<file path="src/hw/sar_seq_pkg.sv">
// Package with register map, field layouts and constants of the converter sequencer.
package sar_seq_pkg;
  localparam int          DATA_W          = 32;
  localparam int          ADDR_W          = 8;
  // Register byte addresses on the APB slave.
  localparam logic [7:0]  ADDR_CONTROL    = 8'h00;
  localparam logic [7:0]  ADDR_CONFIG     = 8'h04;
  localparam logic [7:0]  ADDR_ACCUM_CFG  = 8'h08;
  localparam logic [7:0]  ADDR_DCDC_CFG   = 8'h0C;
  localparam logic [7:0]  ADDR_RESULT_HI  = 8'h10;
  localparam logic [7:0]  ADDR_RESULT_LO  = 8'h14;
  localparam logic [7:0]  ADDR_STATUS     = 8'h18;
  // Control register fields.
  localparam int          CTL_POWER_BIT   = 7;
  localparam int          CTL_BURST_BIT   = 6;
  localparam int          CTL_DONE_BIT    = 5;
  localparam int          CTL_BUSY_BIT    = 4;
  localparam int          CTL_TRACK_BIT   = 3;
  localparam int          CTL_SRC_LSB     = 0;
  localparam int          SRC_W           = 3;
  // Configuration register fields.
  localparam int          CFG_DIV_LSB     = 3;
  localparam int          DIV_W           = 5;
  localparam int          CFG_EIGHT_BIT   = 2;
  // Accumulator configuration fields.
  localparam int          ACC_SJST_LSB    = 3;
  localparam int          SJST_W          = 3;
  localparam int          ACC_RPT_LSB     = 0;
  localparam int          RPT_W           = 3;
  // Dc-dc configuration fields.
  localparam int          DC_SYNC_BIT     = 0;
  localparam int          DC_INV_BIT      = 1;
  // Status register fields.
  localparam int          ST_TRACK_BIT    = 0;
  localparam int          ST_POWER_BIT    = 1;
  localparam int          PWR_W           = 4;
  localparam int          ST_PWR_LSB      = 8;
  // Start source encodings.
  localparam logic [2:0]  SRC_SOFTWARE    = 3'h0;
  localparam logic [2:0]  SRC_TIMER0      = 3'h1;
  localparam logic [2:0]  SRC_TIMER2      = 3'h2;
  localparam logic [2:0]  SRC_TIMER3      = 3'h3;
  localparam logic [2:0]  SRC_EXTERNAL    = 3'h4;
  // Timing figures in conversion-clock cycles, then sample and accumulator widths in bits.
  localparam logic [4:0]  CONV_CLKS_10    = 5'h0B;
  localparam logic [4:0]  CONV_CLKS_8     = 5'h09;
  localparam logic [4:0]  TRACK_CLKS      = 5'h03;
  localparam int          SAMPLE_W        = 10;
  localparam int          ACC_W           = 16;
  localparam logic [5:0]  LOW_OSC_DIV     = 6'h02;
  localparam logic [1:0]  BUSY_SEEN       = 2'h0;

  typedef enum logic [2:0]
  {
    ST_IDLE    = 3'b000,
    ST_POWERUP = 3'b001,
    ST_TRACK   = 3'b011,
    ST_CONVERT = 3'b010,
    ST_FINISH  = 3'b110
  } seq_state_e;
endpackage

</file>
<file path="src/hw/sar_adc_sequencer_accumulator.sv">
// Converter sequencer with start selection, clock divider, accumulator and APB registers.
//
// Decided for this implementation: the APB register port and the address map.
`timescale 1ns/1ns
module sar_adc_sequencer_accumulator
(
  input  wire logic                          clock,
  input  wire logic                          rst,
  input  wire logic                          psel,
  input  wire logic                          penable,
  input  wire logic                          pwrite,
  input  wire logic [sar_seq_pkg::ADDR_W-1:0] paddr,
  input  wire logic [sar_seq_pkg::DATA_W-1:0] pwdata,
  output logic      [sar_seq_pkg::DATA_W-1:0] prdata,
  output logic                               pready,
  output logic                               pslverr,
  input  wire logic                          timer0_overflow,
  input  wire logic                          timer2_overflow,
  input  wire logic                          timer2_low_overflow,
  input  wire logic                          timer2_eight_bit,
  input  wire logic                          timer3_overflow,
  input  wire logic                          timer3_low_overflow,
  input  wire logic                          timer3_eight_bit,
  input  wire logic                          external_start_input,
  input  wire logic                          low_power_osc_tick,
  input  wire logic                          dcdc_clock_pin,
  input  wire logic                          dcdc_sync_pin,
  input  wire logic                          standby_sleep,
  input  wire logic                          comparator_bit,
  output logic                               sample_hold_track,
  output logic                               converter_powered,
  output logic                               conversion_clock,
  output logic                               compare_strobe
);
  import sar_seq_pkg::*;

  // All state in one record so a single clocked process owns every flip-flop.
  typedef struct packed
  {
    logic [7:0]          control;
    logic [7:0]          config_r;
    logic [7:0]          accum_cfg;
    logic [7:0]          dcdc_cfg;
    logic [7:0]          result_hi;
    logic [7:0]          result_lo;
    logic [DATA_W-1:0]   rdata;
    logic                ready;
    logic                err;
    logic [1:0]          ext_sync;
    logic [1:0]          dck_sync;
    logic [1:0]          dsy_sync;
    logic                ext_prev;
    logic                dck_prev;
    logic                dsy_prev;
    logic                start_pend;
    logic [5:0]          div_cnt;
    logic                sar_clk;
    seq_state_e          state;
    logic [4:0]          step;
    logic [PWR_W-1:0]    pwr_cnt;
    logic [SAMPLE_W-1:0] sar;
    logic [6:0]          done_cnt;
    logic [ACC_W-1:0]    accum;
    logic                powered;
  } state_s;

  state_s cur_reg;
  state_s cur_next;

  logic       write_access;
  logic       read_access;
  logic       sys_tick;
  logic       osc_tick;
  logic       sar_tick;
  logic       dck_rise;
  logic       sync_pulse;
  logic       start_event;
  logic       busy;
  logic [6:0] repeat_total;
  logic [4:0] conv_clks;
  logic [ACC_W-1:0] sample_ext;
  logic [ACC_W-1:0] acc_sum;
  logic [ACC_W-1:0] shifted;
  logic [15:0] final_word;

  assign write_access = psel && penable && pwrite;
  assign read_access  = psel && penable && !pwrite;
  assign busy         = cur_reg.state != ST_IDLE;

  // Repeat field 0 means one sample, then 4, 8, 16, 32, 64.
  always_comb
  begin
    case (cur_reg.accum_cfg[ACC_RPT_LSB +: RPT_W])
      3'h1:    repeat_total = 7'h04;
      3'h2:    repeat_total = 7'h08;
      3'h3:    repeat_total = 7'h10;
      3'h4:    repeat_total = 7'h20;
      3'h5:    repeat_total = 7'h40;
      default: repeat_total = 7'h01;
    endcase
  end

  // Eight-bit mode trims two bit decisions from each conversion.
  assign conv_clks = cur_reg.config_r[CFG_EIGHT_BIT] ? CONV_CLKS_8 : CONV_CLKS_10;

  // The dc-dc clock is synchronised, optionally inverted, and its rising edge clocks the SAR.
  assign dck_rise   = (cur_reg.dck_sync[1] ^ cur_reg.dcdc_cfg[DC_INV_BIT]) &&
                      !(cur_reg.dck_prev ^ cur_reg.dcdc_cfg[DC_INV_BIT]);
  assign sync_pulse = cur_reg.dsy_sync[1] && !cur_reg.dsy_prev;
  assign osc_tick   = low_power_osc_tick;
  assign sys_tick   = 1'b1;

  // Conversion clock enable: dc-dc clock in sync mode, else divided system or oscillator.
  always_comb
  begin
    if (cur_reg.dcdc_cfg[DC_SYNC_BIT])
    begin
      sar_tick = dck_rise;
    end
    else
    begin
      sar_tick = (cur_reg.control[CTL_BURST_BIT] ? osc_tick : sys_tick) &&
                 (cur_reg.div_cnt == {1'b0, cur_reg.config_r[CFG_DIV_LSB +: DIV_W]});
    end
  end

  // Start source selection; timers in 8-bit mode use their low-byte overflow.
  always_comb
  begin
    start_event = 1'b0;
    case (cur_reg.control[CTL_SRC_LSB +: SRC_W])
      SRC_SOFTWARE: start_event = write_access && (paddr == ADDR_CONTROL) &&
                                  pwdata[CTL_BUSY_BIT];
      SRC_TIMER0:   start_event = timer0_overflow;
      SRC_TIMER2:   start_event = timer2_eight_bit ? timer2_low_overflow : timer2_overflow;
      SRC_TIMER3:   start_event = timer3_eight_bit ? timer3_low_overflow : timer3_overflow;
      SRC_EXTERNAL: start_event = cur_reg.ext_sync[1] && !cur_reg.ext_prev;
      default:      start_event = 1'b0;
    endcase
  end

  // Sample widened to accumulator width; the low two bits are zero in eight-bit mode.
  assign sample_ext = {{(ACC_W-SAMPLE_W){1'b0}}, cur_reg.sar};
  assign acc_sum    = cur_reg.accum + sample_ext;

  // Right shift by 1 to 3 when the justify field low bits ask for it.
  assign shifted = acc_sum >> cur_reg.accum_cfg[ACC_SJST_LSB +: 2];

  // Left justification only makes sense for single samples; software keeps 0xx otherwise.
  always_comb
  begin
    if (cur_reg.accum_cfg[ACC_SJST_LSB + 2] && repeat_total == 7'h01)
    begin
      final_word = {cur_reg.sar, 6'h00};
    end
    else
    begin
      final_word = shifted;
    end
  end

  // Next-state logic for registers, synchronisers, divider and sequencer.
  always_comb
  begin
    cur_next = cur_reg;
    cur_next.ready    = 1'b0;
    cur_next.err      = 1'b0;
    cur_next.ext_sync = {cur_reg.ext_sync[0], external_start_input};
    cur_next.dck_sync = {cur_reg.dck_sync[0], dcdc_clock_pin};
    cur_next.dsy_sync = {cur_reg.dsy_sync[0], dcdc_sync_pin};
    cur_next.ext_prev = cur_reg.ext_sync[1];
    cur_next.dck_prev = cur_reg.dck_sync[1];
    cur_next.dsy_prev = cur_reg.dsy_sync[1];

    // Divider counts only on its source tick so the burst clock is the oscillator.
    if (sar_tick)
    begin
      cur_next.div_cnt = 6'h00;
      cur_next.sar_clk = !cur_reg.sar_clk;
    end
    else if (cur_reg.control[CTL_BURST_BIT] ? osc_tick : sys_tick)
    begin
      cur_next.div_cnt = cur_reg.div_cnt + 6'h01;
    end

    // APB access: one wait state, answered in the cycle after penable rises.
    if (psel && penable && !cur_reg.ready)
    begin
      cur_next.ready = 1'b1;
      if (write_access)
      begin
        if (paddr == ADDR_CONTROL)
        begin
          cur_next.control = {pwdata[7:6], cur_reg.control[CTL_DONE_BIT] & pwdata[CTL_DONE_BIT],
                              cur_reg.control[CTL_BUSY_BIT], pwdata[3:0]};
        end
        else if (paddr == ADDR_CONFIG)
          cur_next.config_r = pwdata[7:0];
        else if (paddr == ADDR_ACCUM_CFG)
          cur_next.accum_cfg = pwdata[7:0];
        else if (paddr == ADDR_DCDC_CFG)
          cur_next.dcdc_cfg = pwdata[7:0];
        else if (paddr != ADDR_RESULT_HI && paddr != ADDR_RESULT_LO && paddr != ADDR_STATUS)
          cur_next.err = 1'b1;
      end
      else
      begin
        cur_next.rdata = '0;
        if (paddr == ADDR_CONTROL)
          cur_next.rdata[7:0] = {cur_reg.control[7:5], busy, cur_reg.control[3:0]};
        else if (paddr == ADDR_CONFIG)
          cur_next.rdata[7:0] = cur_reg.config_r;
        else if (paddr == ADDR_ACCUM_CFG)
          cur_next.rdata[7:0] = cur_reg.accum_cfg;
        else if (paddr == ADDR_DCDC_CFG)
          cur_next.rdata[7:0] = cur_reg.dcdc_cfg;
        else if (paddr == ADDR_RESULT_HI)
          cur_next.rdata[7:0] = cur_reg.result_hi;
        else if (paddr == ADDR_RESULT_LO)
          cur_next.rdata[7:0] = cur_reg.result_lo;
        else if (paddr == ADDR_STATUS)
          cur_next.rdata[ST_PWR_LSB +: PWR_W] = cur_reg.pwr_cnt;
        else
          cur_next.err = 1'b1;
        if (paddr == ADDR_STATUS)
        begin
          cur_next.rdata[ST_TRACK_BIT] = sample_hold_track;
          cur_next.rdata[ST_POWER_BIT] = cur_reg.powered;
        end
      end
    end

    // A start waiting for a dc-dc sync pulse is held in a pending flag.
    if (start_event && !busy)
      cur_next.start_pend = 1'b1;

    // Sequencer; starts seen while busy are dropped.
    case (cur_reg.state)
      ST_IDLE:
      begin
        cur_next.powered = cur_reg.control[CTL_POWER_BIT] || !cur_reg.control[CTL_BURST_BIT];
        if ((cur_reg.start_pend || start_event) &&
            (!cur_reg.dcdc_cfg[DC_SYNC_BIT] || sync_pulse))
        begin
          cur_next.start_pend = 1'b0;
          cur_next.step       = 5'h00;
          cur_next.sar        = '0;
          if (cur_reg.done_cnt == 7'h00)
            cur_next.accum = '0;
          if (cur_reg.control[CTL_BURST_BIT] && !cur_reg.control[CTL_POWER_BIT])
          begin
            cur_next.pwr_cnt = cur_reg.config_r[PWR_W-1:0] ^ cur_reg.config_r[PWR_W-1:0];
            cur_next.state   = ST_POWERUP;
            cur_next.powered = 1'b1;
          end
          else if (cur_reg.control[CTL_TRACK_BIT] || cur_reg.control[CTL_BURST_BIT])
            cur_next.state = ST_TRACK;
          else
            cur_next.state = ST_CONVERT;
        end
      end
      ST_POWERUP:
      begin
        if (sar_tick)
        begin
          cur_next.pwr_cnt = cur_reg.pwr_cnt + 4'h1;
          if (cur_reg.pwr_cnt == cur_reg.accum_cfg[7:6] + 4'h0 + cur_reg.config_r[1:0])
            cur_next.state = ST_TRACK;
        end
      end
      ST_TRACK:
      begin
        if (sar_tick)
        begin
          cur_next.step = cur_reg.step + 5'h01;
          if (cur_reg.step + 5'h01 == TRACK_CLKS)
          begin
            cur_next.step  = 5'h00;
            cur_next.state = ST_CONVERT;
          end
        end
      end
      ST_CONVERT:
      begin
        // One bit decision per conversion clock except the last, MSB first.
        if (sar_tick)
        begin
          cur_next.step = cur_reg.step + 5'h01;
          if (cur_reg.step < 5'(SAMPLE_W) && cur_reg.step + 5'h02 <= conv_clks)
            cur_next.sar[SAMPLE_W-1-cur_reg.step[3:0]] = comparator_bit;
          if (cur_reg.step + 5'h01 == conv_clks)
            cur_next.state = ST_FINISH;
        end
      end
      ST_FINISH:
      begin
        cur_next.accum    = acc_sum;
        cur_next.done_cnt = cur_reg.done_cnt + 7'h01;
        cur_next.step     = 5'h00;
        cur_next.sar      = '0;
        if (cur_reg.done_cnt + 7'h01 >= repeat_total)
        begin
          cur_next.result_hi = final_word[15:8];
          cur_next.result_lo = final_word[7:0];
          cur_next.control[CTL_DONE_BIT] = 1'b1;
          cur_next.done_cnt = 7'h00;
          cur_next.state    = ST_IDLE;
        end
        else if (cur_reg.control[CTL_BURST_BIT] &&
                 cur_reg.control[CTL_SRC_LSB +: SRC_W] != SRC_EXTERNAL)
          cur_next.state = ST_TRACK;
        else
          cur_next.state = ST_IDLE;
      end
      default:
        cur_next.state = ST_IDLE;
    endcase
  end

  // One register stage for the whole record.
  always_ff @(posedge clock or posedge rst)
  begin
    if (rst)
    begin
      cur_reg <= '{state: ST_IDLE, default: '0};
    end
    else
    begin
      cur_reg <= cur_next;
    end
  end

  // Tracking: continuous except converting, or in track phase and while idle with the external start low; off in sleep.
  always_comb
  begin
    if (standby_sleep)
      sample_hold_track = 1'b0;
    else if (cur_reg.control[CTL_TRACK_BIT] || cur_reg.control[CTL_BURST_BIT])
      sample_hold_track = (cur_reg.state == ST_TRACK) ||
                          (cur_reg.control[CTL_SRC_LSB +: SRC_W] == SRC_EXTERNAL &&
                           cur_reg.state == ST_IDLE && !cur_reg.ext_sync[1]);
    else
      sample_hold_track = cur_reg.state != ST_CONVERT && cur_reg.state != ST_FINISH;
  end

  assign converter_powered = cur_reg.powered;
  assign conversion_clock  = cur_reg.sar_clk;
  assign compare_strobe    = (cur_reg.state == ST_CONVERT) && sar_tick;
  assign prdata  = cur_reg.rdata;
  assign pready  = cur_reg.ready;
  assign pslverr = cur_reg.err;
endmodule

</file>
<file path="config.mk">
export PLATFORM = sky130hd
export DESIGN_NAME = sar_adc_sequencer_accumulator
export DESIGN_NICKNAME = d
export VERILOG_FILES = /design/src/hw/sar_seq_pkg.sv /design/src/hw/sar_adc_sequencer_accumulator.sv
export SDC_FILE = /design/constraint.sdc
export NUM_CORES = 1
export LEC_CHECK = 0
export ABC_CLOCK_PERIOD_IN_PS = 5300
export BUFFER_PORTS_ARGS = -buffer_cell sky130_fd_sc_hd__buf_2
export CAP_MARGIN = 10
export CORE_MARGIN = 4
export CORE_UTILIZATION = 40
export CTS_CLUSTER_SIZE = 14
export DETAILED_ROUTE_END_ITERATION = 16
export GPL_ROUTABILITY_DRIVEN = 0
export PLACE_DENSITY_LB_ADDON = 0.1
export SYNTH_ARGS = -nofsm -noshare
export SYNTH_HDL_FRONTEND = slang
export SYNTH_SLANG_ARGS = --single-unit
</file>
<file path="constraint.sdc">
create_clock -name clock -period 5.3 [get_ports clock]
set_clock_uncertainty 0.15 [all_clocks]
set_input_delay 0.53 -clock clock [delete_from_list [all_inputs] [get_ports clock]]
set_output_delay 0.53 -clock clock [all_outputs]
set_load 0.03 [all_outputs]
</file>
=== Word level (Yosys, flattened, before mapping) ===
Index checks and enable logic that the tools add are counted.

* Add/sub/neg operators: 8
* $lt $le $gt $ge: 5
* Equal/unequal tests: 40
* Shift-type cells: 1
* Mux-type cells: 81
* Bitwise gates (word level): 8
* Reduce and logical (&&, ||, !) cells: 58

{| class="wikitable"
|+ Operators by type and width
! kind !! number
|-
| $mux 8 || 13
|-
| $mux 30 || 2
|-
| $mux 16 || 3
|-
| $mux 4 || 9
|-
| $pmux 7 s5 || 1
|-
| $ge 32x1->1 const B || 1
|-
| $lt 32x5->1 const B || 1
|-
| $pmux 16 s2 || 1
|-
| $pmux 10 s3 || 1
|-
| $mux 1 || 27
|-
| $eq 8x5->1 const B || 3
|-
| $mux 24 || 1
|-
| $ne 8x5->1 const B || 3
|-
| $logic_and 1x1->1 || 22
|-
| $mux 22 || 1
|-
| $mux 10 || 2
|-
| $ne 2x2->1 const B || 10
|-
| $pmux 5 s4 || 1
|-
| $eq 3x2->1 const B || 6
|-
| $mux 6 || 3
|-
| $mux 17 || 1
|-
| $add 16x10->16 || 1
|-
| $eq 8x4->1 const B || 2
|-
| $reduce_and 4->1 || 4
|-
| 46 further kinds || 82
|}

* Flip-flop bits (word level): 124
* Input port bits: 58
* Logic and storage cells: 227

=== Depth between registers and ports, before layout ===
Gate-level depths: netlist (run 1).

* Depth after elaboration: 10
* Mapped depth: 12
* Gate-level depth less buffers: 11

=== Least setup slack after synthesis (run 1) ===
OpenSTA, ideal clock, no wires.

* Path kind: register to register
* Start: register cur_reg[1] (netlist name)
* End: register cur_reg[103] (netlist name)
* Setup time: 0.126 ns
* Arrival time: 2.775 ns
* Slack: 2.249 ns
* Stages on the path, launching flop included: 10
* Period minus slack after synthesis: 3.051 ns
* Cell sequence: dfrtp_1 -> ha_1 -> fa_1 -> a21o_1 -> a221oi_1 -> o21bai_1 -> a21oi_1 -> xnor2_1 -> mux4_2 -> a221o_1

* Cells in the longest elaborated chain, start to end: 3

{| class="wikitable"
|+ Ends and longest elaborated chain
! item !! line !! text
|-
| from (decl) || sar_adc_sequencer_accumulator.sv:67 || <nowiki>state_s cur_reg;</nowiki>
|-
| from (signal assigned) || sar_adc_sequencer_accumulator.sv:329 || <nowiki>cur_reg <= cur_next;</nowiki>
|-
| $add 16x10->16 || sar_adc_sequencer_accumulator.sv:144 || <nowiki>assign acc_sum = cur_reg.accum + sample_ext;</nowiki>
|-
| $shr 16x2->16 || sar_adc_sequencer_accumulator.sv:147 || <nowiki>assign shifted = acc_sum >> cur_reg.accum_cfg[ACC_SJST_LSB +: 2];</nowiki>
|-
| $mux 16 || sar_adc_sequencer_accumulator.sv:152 || <nowiki>if (cur_reg.accum_cfg[ACC_SJST_LSB + 2] && repeat_total == 7'h01)</nowiki>
|}

No other way between the ends.
A chain may end at the register's enable or synchronous reset.

=== Final worst setup path (run 1) ===
* Start: register cur_reg[122] (netlist name)
* End: register cur_reg[103] (netlist name)

* Cells in the longest elaborated chain, start to end: 5
* Elaborated cells on any way between the ends: 11

{| class="wikitable"
|+ Ends and longest elaborated chain
! item !! line !! text
|-
| $eq 3x3->1, or another cell as far along || sar_adc_sequencer_accumulator.sv:93 || <nowiki>case (cur_reg.accum_cfg[ACC_RPT_LSB +: RPT_W])</nowiki>
|-
| $pmux 7 s5 (*) || sar_adc_sequencer_accumulator.sv:93 ||
|-
| branches (longest 3 deep; another with $ge 7x7->1) || -- ||
|}

Every way passes the cells marked *.

==> results of run 1 <==
worst max path at each step:
| stage | from | endpoint | slack [ns] | depth (start not counted) |
|---|---|---|---|---|
| after global routing | cur_reg[122]$_DFFE_PP0P_ | cur_reg[103]$_DFFE_PP0P_ | 1.43 | 9 |
| after detailed placement | cur_reg[122]$_DFFE_PP0P_ | cur_reg[103]$_DFFE_PP0P_ | 1.66 | 9 |
| final | cur_reg[122]$_DFFE_PP0P_ | cur_reg[103]$_DFFE_PP0P_ | 1.60 | 9 |
| after floorplan | rst | conversion_clock$_DFFE_PP0P_ | 1.32 | 1 |
| after CTS | cur_reg[122]$_DFFE_PP0P_ | cur_reg[103]$_DFFE_PP0P_ | 1.61 | 9 |
| after global placement | cur_reg[122]$_DFFE_PP0P_ | cur_reg[103]$_DFFE_PP0P_ | 1.72 | 8 |
metrics by stage:
stage	instances	setup WS, ns
after floorplan	818	1.32
after global placement	1035	1.72
after detailed placement	1035	1.66
after CTS	1066	1.61
after global routing	1066	1.43
final	1066	1.60
worst max-delay path: stages, from the launching register on:
cell                      delay (ns)
sky130_fd_sc_hd__dfrtp_1        0.47
sky130_fd_sc_hd__and2_1         0.19
sky130_fd_sc_hd__or2_2          0.29
sky130_fd_sc_hd__ha_1           0.29
sky130_fd_sc_hd__or4b_2         0.64
sky130_fd_sc_hd__a21oi_1        0.16
sky130_fd_sc_hd__o21ai_1        0.26
sky130_fd_sc_hd__nand2_1        0.55
sky130_fd_sc_hd__nor2_1         0.23
sky130_fd_sc_hd__a221o_1        0.34
logic make-up after synthesis:
family	count (synthesis)	synth area share (%)
fa+ha+maj	31	5.35
flops	124	41.2
buf+inv	98	6.49
xor+xnor	36	4.19
other cells	1	0.0498
compound gates	199	18.5
simple gates	264	17.4
mux	46	6.88
metal layers:
metal / wire length [um] / part of all wire, % / track usage (%)
met1: 9600 / 48 / 27.2
met2: 9300 / 47 / 30.7
met4: 183 / 0.92 / 4.18
met5: 0 / 0 / 0
met3: 844 / 4.2 / 3.93
cell usage after synthesis, types with 6 or more instances:
library cell                 n  area share, %
sky130_fd_sc_hd__a21o_1      8           0.80
sky130_fd_sc_hd__a21oi_1    38            2.5
sky130_fd_sc_hd__a221oi_1    8           0.93
sky130_fd_sc_hd__a222oi_1    7           0.93
sky130_fd_sc_hd__a22o_1     14            1.6
sky130_fd_sc_hd__and2_1      8           0.66
sky130_fd_sc_hd__and3_1     11           0.91
sky130_fd_sc_hd__buf_4      32            3.2
sky130_fd_sc_hd__clkbuf_1   34            1.7
sky130_fd_sc_hd__dfrtp_1   124             41
sky130_fd_sc_hd__ha_1       29            4.8
sky130_fd_sc_hd__inv_1      28            1.4
sky130_fd_sc_hd__mux2_2     36            5.4
sky130_fd_sc_hd__mux2i_1     9            1.2
sky130_fd_sc_hd__nand2_1    74            3.7
sky130_fd_sc_hd__nand2b_1    8           0.66
sky130_fd_sc_hd__nand3_1    45            3.0
sky130_fd_sc_hd__nand4_1     9           0.75
sky130_fd_sc_hd__nor2_1     56            2.8
sky130_fd_sc_hd__nor3_1     11           0.73
sky130_fd_sc_hd__o21ai_0    53            3.5
sky130_fd_sc_hd__o221ai_1    9            1.0
sky130_fd_sc_hd__or2_2       6           0.50
sky130_fd_sc_hd__xnor2_1    20            2.3
sky130_fd_sc_hd__xor2_1     16            1.9
layout make-up:
cell class,count,area (sq um)
Clock buffer,20,457
Sequential cell,124,3100
Fill cell,1726,9830
Timing Repair Buffer,57,300
Inverter,29,111
Multi-Input combinational cell,596,4010
Tap cell,229,287
Clock inverter,11,168
power by group:
part           internal, mW  leakage [nW]  switching [mW]
Sequential             1.14          1.57           0.209
Clock                 0.807         0.290           0.441
Combinational         0.681          1.99            1.05
==> impl_metrics.prom, run 1 <==
# TYPE chip_impl_metric gauge
chip_impl_metric{name="placed_cell_area",unit="sq um"} 7810
chip_impl_metric{name="routedWlPerCell",unit="um"} 18.7
chip_impl_metric{name="n_antenna_cell",unit=""} 0
chip_impl_metric{name="crit_required",unit="ns"} 5.45
chip_impl_metric{name="final_antenna_net_count",unit=""} 0
chip_impl_metric{name="yosys_warnings",unit=""} 0
chip_impl_metric{name="die_height",unit="um"} 145
chip_impl_metric{name="hold_viol",unit=""} 0
chip_impl_metric{name="totalWireLength",unit="um"} 19900
chip_impl_metric{name="final_report_max_slew_violation_count",unit=""} 0
chip_impl_metric{name="maximum_ir_drop_on_the_vdd_rail",unit="mV"} 0.210
chip_impl_metric{name="antenna_found_initial",unit=""} 0
chip_impl_metric{name="synth_edf_count",unit=""} 0
chip_impl_metric{name="htree_num_levels",unit=""} 4
chip_impl_metric{name="maxCapViolCount",unit=""} 0
chip_impl_metric{name="post_synth_num_cell_types",unit=""} 77
chip_impl_metric{name="clockBufferDepth",unit=""} 2
chip_impl_metric{name="synthArstFlopShare",unit="%"} 100
chip_impl_metric{name="regToRegSetupSlack",unit="ns"} 1.60
chip_impl_metric{name="relSlewSlack",unit="%"} 34.1
chip_impl_metric{name="worst-slew-pin-transition",unit="ns"} 0.989
chip_impl_metric{name="hold_buffers",unit=""} 0
chip_impl_info{name="cts_root_buffer",value="sky130_fd_sc_hd__clkbuf_16"} 1
chip_impl_metric{name="remaining_design_rule_violation_count",unit=""} 0
chip_impl_info{name="path_type_of_the_worst_setup_path",value="reg -> reg"} 1
chip_impl_info{name="worstHoldEndpoint",value="cur_next[58]$_DFF_PP0_"} 1
chip_impl_metric{name="syn_to_final_growth",unit="%"} 12.0
chip_impl_metric{name="design.final.nets",unit=""} 914
chip_impl_metric{name="via_count_of_the_first_global_routing_pass",unit=""} 6112
chip_impl_metric{name="fp.dieW",unit="um"} 145
chip_impl_metric{name="routed-via-count",unit=""} 6144
chip_impl_metric{name="routed_via_density",unit=""} 5.76
chip_impl_info{name="hold_path_startpoint",value="dcdc_sync_pin"} 1
chip_impl_metric{name="fp.dieArea",unit="sq um"} 21100
chip_impl_metric{name="fin_crit",unit="ns"} 3.70
chip_impl_metric{name="numPortBuffers",unit=""} 51
chip_impl_metric{name="number_of_cells_on_the_worst_hold_path",unit=""} 1
chip_impl_metric{name="timing.final.setup_violations",unit=""} 0
chip_impl_info{name="critical_path.reg2reg.endpoint",value="cur_reg[103]$_DFFE_PP0P_"} 1
chip_impl_info{name="layout_commonest_cell",value="sky130_fd_sc_hd__dfrtp_1"} 1
chip_impl_metric{name="syn_area",unit="sq um"} 7530
chip_impl_metric{name="hold-worst-slack",unit="ns"} 0.0689
chip_impl_metric{name="timing.fmax",unit="GHz"} 0.270
chip_impl_metric{name="postSynthAreaPerCell",unit="sq um"} 9.43
chip_impl_metric{name="ios",unit=""} 96
chip_impl_metric{name="cts_repair_resize_count",unit=""} 0
chip_impl_info{name="clock_tree_from_tritoncts",value="yes"} 1
chip_impl_metric{name="reg2reg_depth",unit=""} 9
chip_impl_metric{name="num_rows",unit=""} 49
chip_impl_metric{name="postCtsSetupRepairBufs",unit=""} 0
chip_impl_metric{name="hpwlAfterDp",unit="um"} 14700
chip_impl_metric{name="tritoncts_num_sinks",unit=""} 124
chip_impl_info{name="run_status",value="finished clean"} 1
chip_impl_metric{name="synth_seq_cells",unit=""} 124
chip_impl_metric{name="finish.utilization",unit="%"} 46.2
chip_impl_metric{name="static-leakage-power",unit="nW"} 3.85
chip_impl_metric{name="p_total",unit="mW"} 4.33
chip_impl_metric{name="detail_route.first_pass.iterations",unit=""} 5
chip_impl_metric{name="layout_worst_path_cycle_share",unit="%"} 69.8
chip_impl_info{name="ys_dominant_reg_cell",value="sky130_fd_sc_hd__dfrtp_1"} 1
chip_impl_info{name="critical_path.endpoint_type",value="flop"} 1
chip_impl_metric{name="stdcell_area",unit="sq um"} 8440
chip_impl_metric{name="grt_overflow_total",unit=""} 0
chip_impl_metric{name="core-area",unit="sq um"} 18300
chip_impl_metric{name="cellPowerDensity",unit="nW/um^2"} 513
chip_impl_metric{name="insertion_delay",unit="ns"} 0.42
chip_impl_info{name="timing.rr.start",value="cur_reg[122]$_DFFE_PP0P_"} 1
chip_impl_info{name="cp-start-kind",value="flop"} 1
chip_impl_metric{name="floorplan.initialDensity",unit="%"} 41.2
chip_impl_metric{name="cts_buffers",unit=""} 17
chip_impl_metric{name="largest_register_ffs",unit=""} 102
chip_impl_metric{name="globalRouteTotalUtil",unit="%"} 19.2
chip_impl_metric{name="ys_seq_area_share",unit="%"} 41.2
chip_impl_metric{name="dr.first_iter.drc_count",unit=""} 386
chip_impl_info{name="rsz_0062_raised_after_global_routing",value="false"} 1
chip_impl_metric{name="first_pass_grt_wire_length",unit="um"} 32900
chip_impl_metric{name="netlist_instances",unit=""} 799
chip_impl_metric{name="final.setup.tns",unit="ns"} 0
chip_impl_info{name="layout_common_cells",value="sky130_fd_sc_hd__dfrtp_1, sky130_fd_sc_hd__nand2_1, sky130_fd_sc_hd__nor2_1"} 1
chip_impl_metric{name="cts.clk_slew.worst_paths",unit="ns"} 0.06
chip_impl_metric{name="final_layout_size_suffix_gt1_share",unit="%"} 17.6
chip_impl_metric{name="worstPathMaxFanout",unit=""} 17
chip_impl_info{name="worst_hold_path_type",value="in -> reg"} 1
chip_impl_metric{name="grt_max_degree",unit=""} 77
chip_impl_metric{name="critical_path_data_arrival_time",unit="ns"} 3.85
Power figures use the tool's default switching activity.
==> run 2, diff against run 1 <==
- ABC_AREA: not set -> 1
- ABC_CLOCK_PERIOD_IN_PS: 5300 -> 3300
- clock period: 5.3 -> 3.3 ns (I/O delays scaled with it)
==> run 2 against run 1 <==
  * Design area up 6.5%
  * Combinational power is 20% higher
  * First-iteration DRC count decreased by 4.1%
  * Global-route usage fell by 0.079 points
  * Register-to-register slack worse by 1.1 ns
  * Synthesized area is 5.5% higher
  * Maximum frequency up 34%
  * Total power grew 39%
  * Critical path type unchanged
  * Largest power group unchanged
==> impl_metrics.prom, run 2 <==
# TYPE chip_impl_metric gauge
chip_impl_info{name="run_status",value="finished clean"} 1
chip_impl_metric{name="synth_edf_count",unit=""} 0
chip_impl_metric{name="maximum_ir_drop_on_the_vdd_rail",unit="mV"} 0.374
chip_impl_metric{name="cts_repair_resize_count",unit=""} 0
chip_impl_metric{name="hold_viol",unit=""} 0
chip_impl_metric{name="die_height",unit="um"} 149
chip_impl_metric{name="design.final.nets",unit=""} 1235
chip_impl_info{name="timing.rr.start",value="cur_reg[17]$_DFFE_PP0N_"} 1
chip_impl_info{name="post_synth_main_area_contributors",value="sky130_fd_sc_hd__dfrtp_1, sky130_fd_sc_hd__nand2_1, sky130_fd_sc_hd__inv_1, sky130_fd_sc_hd__nand3_1, sky130_fd_sc_hd__ha_1"} 1
chip_impl_metric{name="routed-via-count",unit=""} 6980
chip_impl_metric{name="fin_ws",unit="ns"} 0.546
chip_impl_metric{name="fin_crit",unit="ns"} 2.75
chip_impl_metric{name="cellPowerDensity",unit="nW/um^2"} 669
chip_impl_metric{name="largest_register_ffs",unit=""} 102
chip_impl_metric{name="critical_path_data_arrival_time",unit="ns"} 2.93
chip_impl_info{name="synth_top_cell_by_area",value="sky130_fd_sc_hd__dfrtp_1"} 1
chip_impl_info{name="hold_path_startpoint",value="penable"} 1
chip_impl_metric{name="yosys_warnings",unit=""} 0
chip_impl_metric{name="timing.final.setup_violations",unit=""} 0
chip_impl_metric{name="via_count_of_the_first_global_routing_pass",unit=""} 6614
chip_impl_metric{name="layout_worst_path_cycle_share",unit="%"} 83.5
chip_impl_metric{name="ys_seq_area_share",unit="%"} 39.1
chip_impl_metric{name="worst-slew-pin-transition",unit="ns"} 0.687
chip_impl_info{name="critical_path.endpoint_type",value="flop"} 1
chip_impl_metric{name="post_synth_num_cell_types",unit=""} 44
chip_impl_metric{name="numPortBuffers",unit=""} 51
chip_impl_metric{name="cts.clk_slew.worst_paths",unit="ns"} 0.06
chip_impl_metric{name="place_ws",unit="ns"} 0.541
chip_impl_metric{name="cts_buffers",unit=""} 17
chip_impl_metric{name="final_antenna_net_count",unit=""} 0
chip_impl_metric{name="netlist_instances",unit=""} 1099
chip_impl_info{name="critical_path.startpoint",value="cur_reg[17]$_DFFE_PP0N_"} 1
chip_impl_metric{name="globalRouteTotalUtil",unit="%"} 19.2
chip_impl_metric{name="core-area",unit="sq um"} 19500
chip_impl_metric{name="htree_num_levels",unit=""} 4
chip_impl_info{name="cts_root_buffer",value="sky130_fd_sc_hd__clkbuf_16"} 1
chip_impl_metric{name="routed_via_density",unit=""} 4.90
chip_impl_metric{name="syn_area",unit="sq um"} 7950
chip_impl_metric{name="detail_route.first_pass.iterations",unit=""} 5
chip_impl_metric{name="remaining_design_rule_violation_count",unit=""} 0
chip_impl_metric{name="tritoncts_num_sinks",unit=""} 124
chip_impl_metric{name="hpwlAfterDp",unit="um"} 15600
chip_impl_metric{name="syn_to_final_growth",unit="%"} 13.1
chip_impl_metric{name="final.setup.tns",unit="ns"} 0
chip_impl_metric{name="fp.dieW",unit="um"} 149
chip_impl_metric{name="final_layout_size_suffix_gt1_share",unit="%"} 10.8
chip_impl_metric{name="routedWlPerCell",unit="um"} 14.5
chip_impl_metric{name="grt_max_degree",unit=""} 75
chip_impl_info{name="clock_tree_from_tritoncts",value="yes"} 1
chip_impl_metric{name="timing.fmax",unit="GHz"} 0.363
chip_impl_metric{name="insertion_delay",unit="ns"} 0.42
chip_impl_info{name="synthTopCellsByCount",value="sky130_fd_sc_hd__nand2_1, sky130_fd_sc_hd__inv_1, sky130_fd_sc_hd__dfrtp_1, sky130_fd_sc_hd__nand3_1, sky130_fd_sc_hd__nor2_1"} 1
chip_impl_metric{name="n_antenna_cell",unit=""} 0
chip_impl_metric{name="totalWireLength",unit="um"} 20700
chip_impl_info{name="rsz_0062_raised_after_global_routing",value="false"} 1
chip_impl_metric{name="static-leakage-power",unit="nW"} 4.75
chip_impl_metric{name="maxCapViolCount",unit=""} 0
chip_impl_info{name="layout_commonest_cell",value="sky130_fd_sc_hd__nand2_1"} 1
chip_impl_info{name="layout_common_cells",value="sky130_fd_sc_hd__nand2_1, sky130_fd_sc_hd__inv_1, sky130_fd_sc_hd__dfrtp_1"} 1
chip_impl_metric{name="fp.dieArea",unit="sq um"} 22200
chip_impl_metric{name="first_pass_grt_wire_length",unit="um"} 33900
chip_impl_metric{name="floorplan.initialDensity",unit="%"} 40.7
chip_impl_metric{name="worstPathMaxFanout",unit=""} 19
chip_impl_metric{name="grt_overflow_total",unit=""} 0
chip_impl_info{name="worst_hold_path_type",value="in -> reg"} 1
chip_impl_metric{name="multi_input_area",unit="sq um"} 3940
chip_impl_metric{name="ios",unit=""} 96
chip_impl_info{name="ys_dominant_reg_cell",value="sky130_fd_sc_hd__dfrtp_1"} 1
chip_impl_metric{name="antenna_found_initial",unit=""} 0
chip_impl_metric{name="final-seq-area",unit="sq um"} 3100
chip_impl_info{name="cp-start-kind",value="flop"} 1
chip_impl_metric{name="postSynthAreaPerCell",unit="sq um"} 7.23
chip_impl_metric{name="clockBufferDepth",unit=""} 2
chip_impl_metric{name="crit_required",unit="ns"} 3.48
chip_impl_info{name="path_type_of_the_worst_setup_path",value="reg -> reg"} 1
chip_impl_metric{name="synthArstFlopShare",unit="%"} 100
chip_impl_metric{name="final_report_max_slew_violation_count",unit=""} 0
chip_impl_metric{name="relSlewSlack",unit="%"} 54.0
chip_impl_metric{name="synth_seq_cells",unit=""} 124
chip_impl_metric{name="synth_top_area_share",unit="%"} 39.1
chip_impl_metric{name="layout.filler_cells",unit=""} 2035
chip_impl_metric{name="dr.first_iter.drc_count",unit=""} 370
chip_impl_info{name="top_count_cell_post_synth",value="sky130_fd_sc_hd__nand2_1"} 1
chip_impl_metric{name="num_rows",unit=""} 51
run 2: cell types whose count changed after synthesis, sizes merged, moves of 26 or more:
cell,delta
inv,+128
mux2,-36
nand2,+242
nand3,+49
nand4,+26
nor2,+26
run 2: metal layers:
layer  global-route usage [%]  up-vias  routed length (um)
met5                        0        -                   0
met4                     3.98        0                 185
met3                     4.47       12                 942
met2                     29.4      151                9270
met1                     27.8     3237               10300
li1                         -     3580                   -
run 2: critical path, stage by stage, from the launching register on:
cell and delay (ns):
sky130_fd_sc_hd__dfrtp_1 0.41, sky130_fd_sc_hd__ha_1 0.24, sky130_fd_sc_hd__nand3_1 0.12, sky130_fd_sc_hd__nor2_1 0.05
sky130_fd_sc_hd__nand2_1 0.06, sky130_fd_sc_hd__xor2_1 0.17, sky130_fd_sc_hd__inv_1 0.06, sky130_fd_sc_hd__ha_1 0.29
sky130_fd_sc_hd__nand2_1 0.07, sky130_fd_sc_hd__o21a_1 0.18, sky130_fd_sc_hd__nand2_1 0.13, sky130_fd_sc_hd__nand2_1 0.10
sky130_fd_sc_hd__buf_4 0.22, sky130_fd_sc_hd__nor2_2 0.21, sky130_fd_sc_hd__o211ai_1 0.13, sky130_fd_sc_hd__o21ai_0 0.09
run 2: layout make-up:
type | instances | share of cell area [%]
inverters | 160 | 6.73
repair buffers | 67 | 4.43
well taps | 265 | 3.69
clock buffers | 22 | 5.17
clock inverters | 10 | 1.56
multi-input cells | 776 | 43.9
flip-flops and latches | 124 | 34.5
run 2: timing repair:
item,in CTS,in global routing
hold buffers,4,0
endpoints found under the hold margin,77,0
buffers inserted,0,0
run 2: metrics by stage:
stage | util (%) | hold slack [ns] | power, mW | instances | cell area, sq um
finish | 46.0 | 0.0396 | 6.01 | 1424 | 8980
floorplan | - | 0.181 | 3.59 | 1118 | 8020
CTS | 46.0 | 0.0326 | 6.06 | 1424 | 8980
global route | 46.0 | 0.0579 | 6.43 | 1424 | 8980
global placement | 42.7 | 0.185 | 4.10 | 1388 | 8340
detailed placement | 42.7 | 0.186 | 4.10 | 1388 | 8340
run 2: path summary, 6_finish.rpt:
path	endpoint	slack, ns	cells after the start
setup / recovery	cur_reg[100]$_DFFE_PP0P_	0.55	15
hold / removal	pready$_DFF_PP0_	0.04	3
setup reg to reg	cur_reg[100]$_DFFE_PP0P_	0.55	15
hold reg to reg	cur_next[56]$_DFF_PP0_	0.20	0
max in group asynchronous	cur_reg[28]$_DFFE_PP0P_	1.98	4
min in group asynchronous	prdata[8]$_DFFE_PP0P_	0.42	4
run 2: power breakdown:
| group | total [mW] | switching (mW) | internal (mW) |
|---|---|---|---|
| clock network | 1.93 | 0.700 | 1.23 |
| registers | 2.01 | 0.211 | 1.79 |
| logic | 2.07 | 1.38 | 0.694 |
run 2: kinds of logic (layout without fill, tap and decap cells):
family / after synthesis / count (layout) / synth area share, %
flip-flops: 124 / 124 / 39.1
AND/OR/NAND/NOR: 553 / 553 / 30.7
other: 1 / 20 / 0.0472
adder cells (fa/ha/maj): 31 / 31 / 5.07
XOR/XNOR: 25 / 25 / 2.76
buffers and inverters: 218 / 259 / 12.2
AO/OA/AOI/OAI: 147 / 147 / 10.2
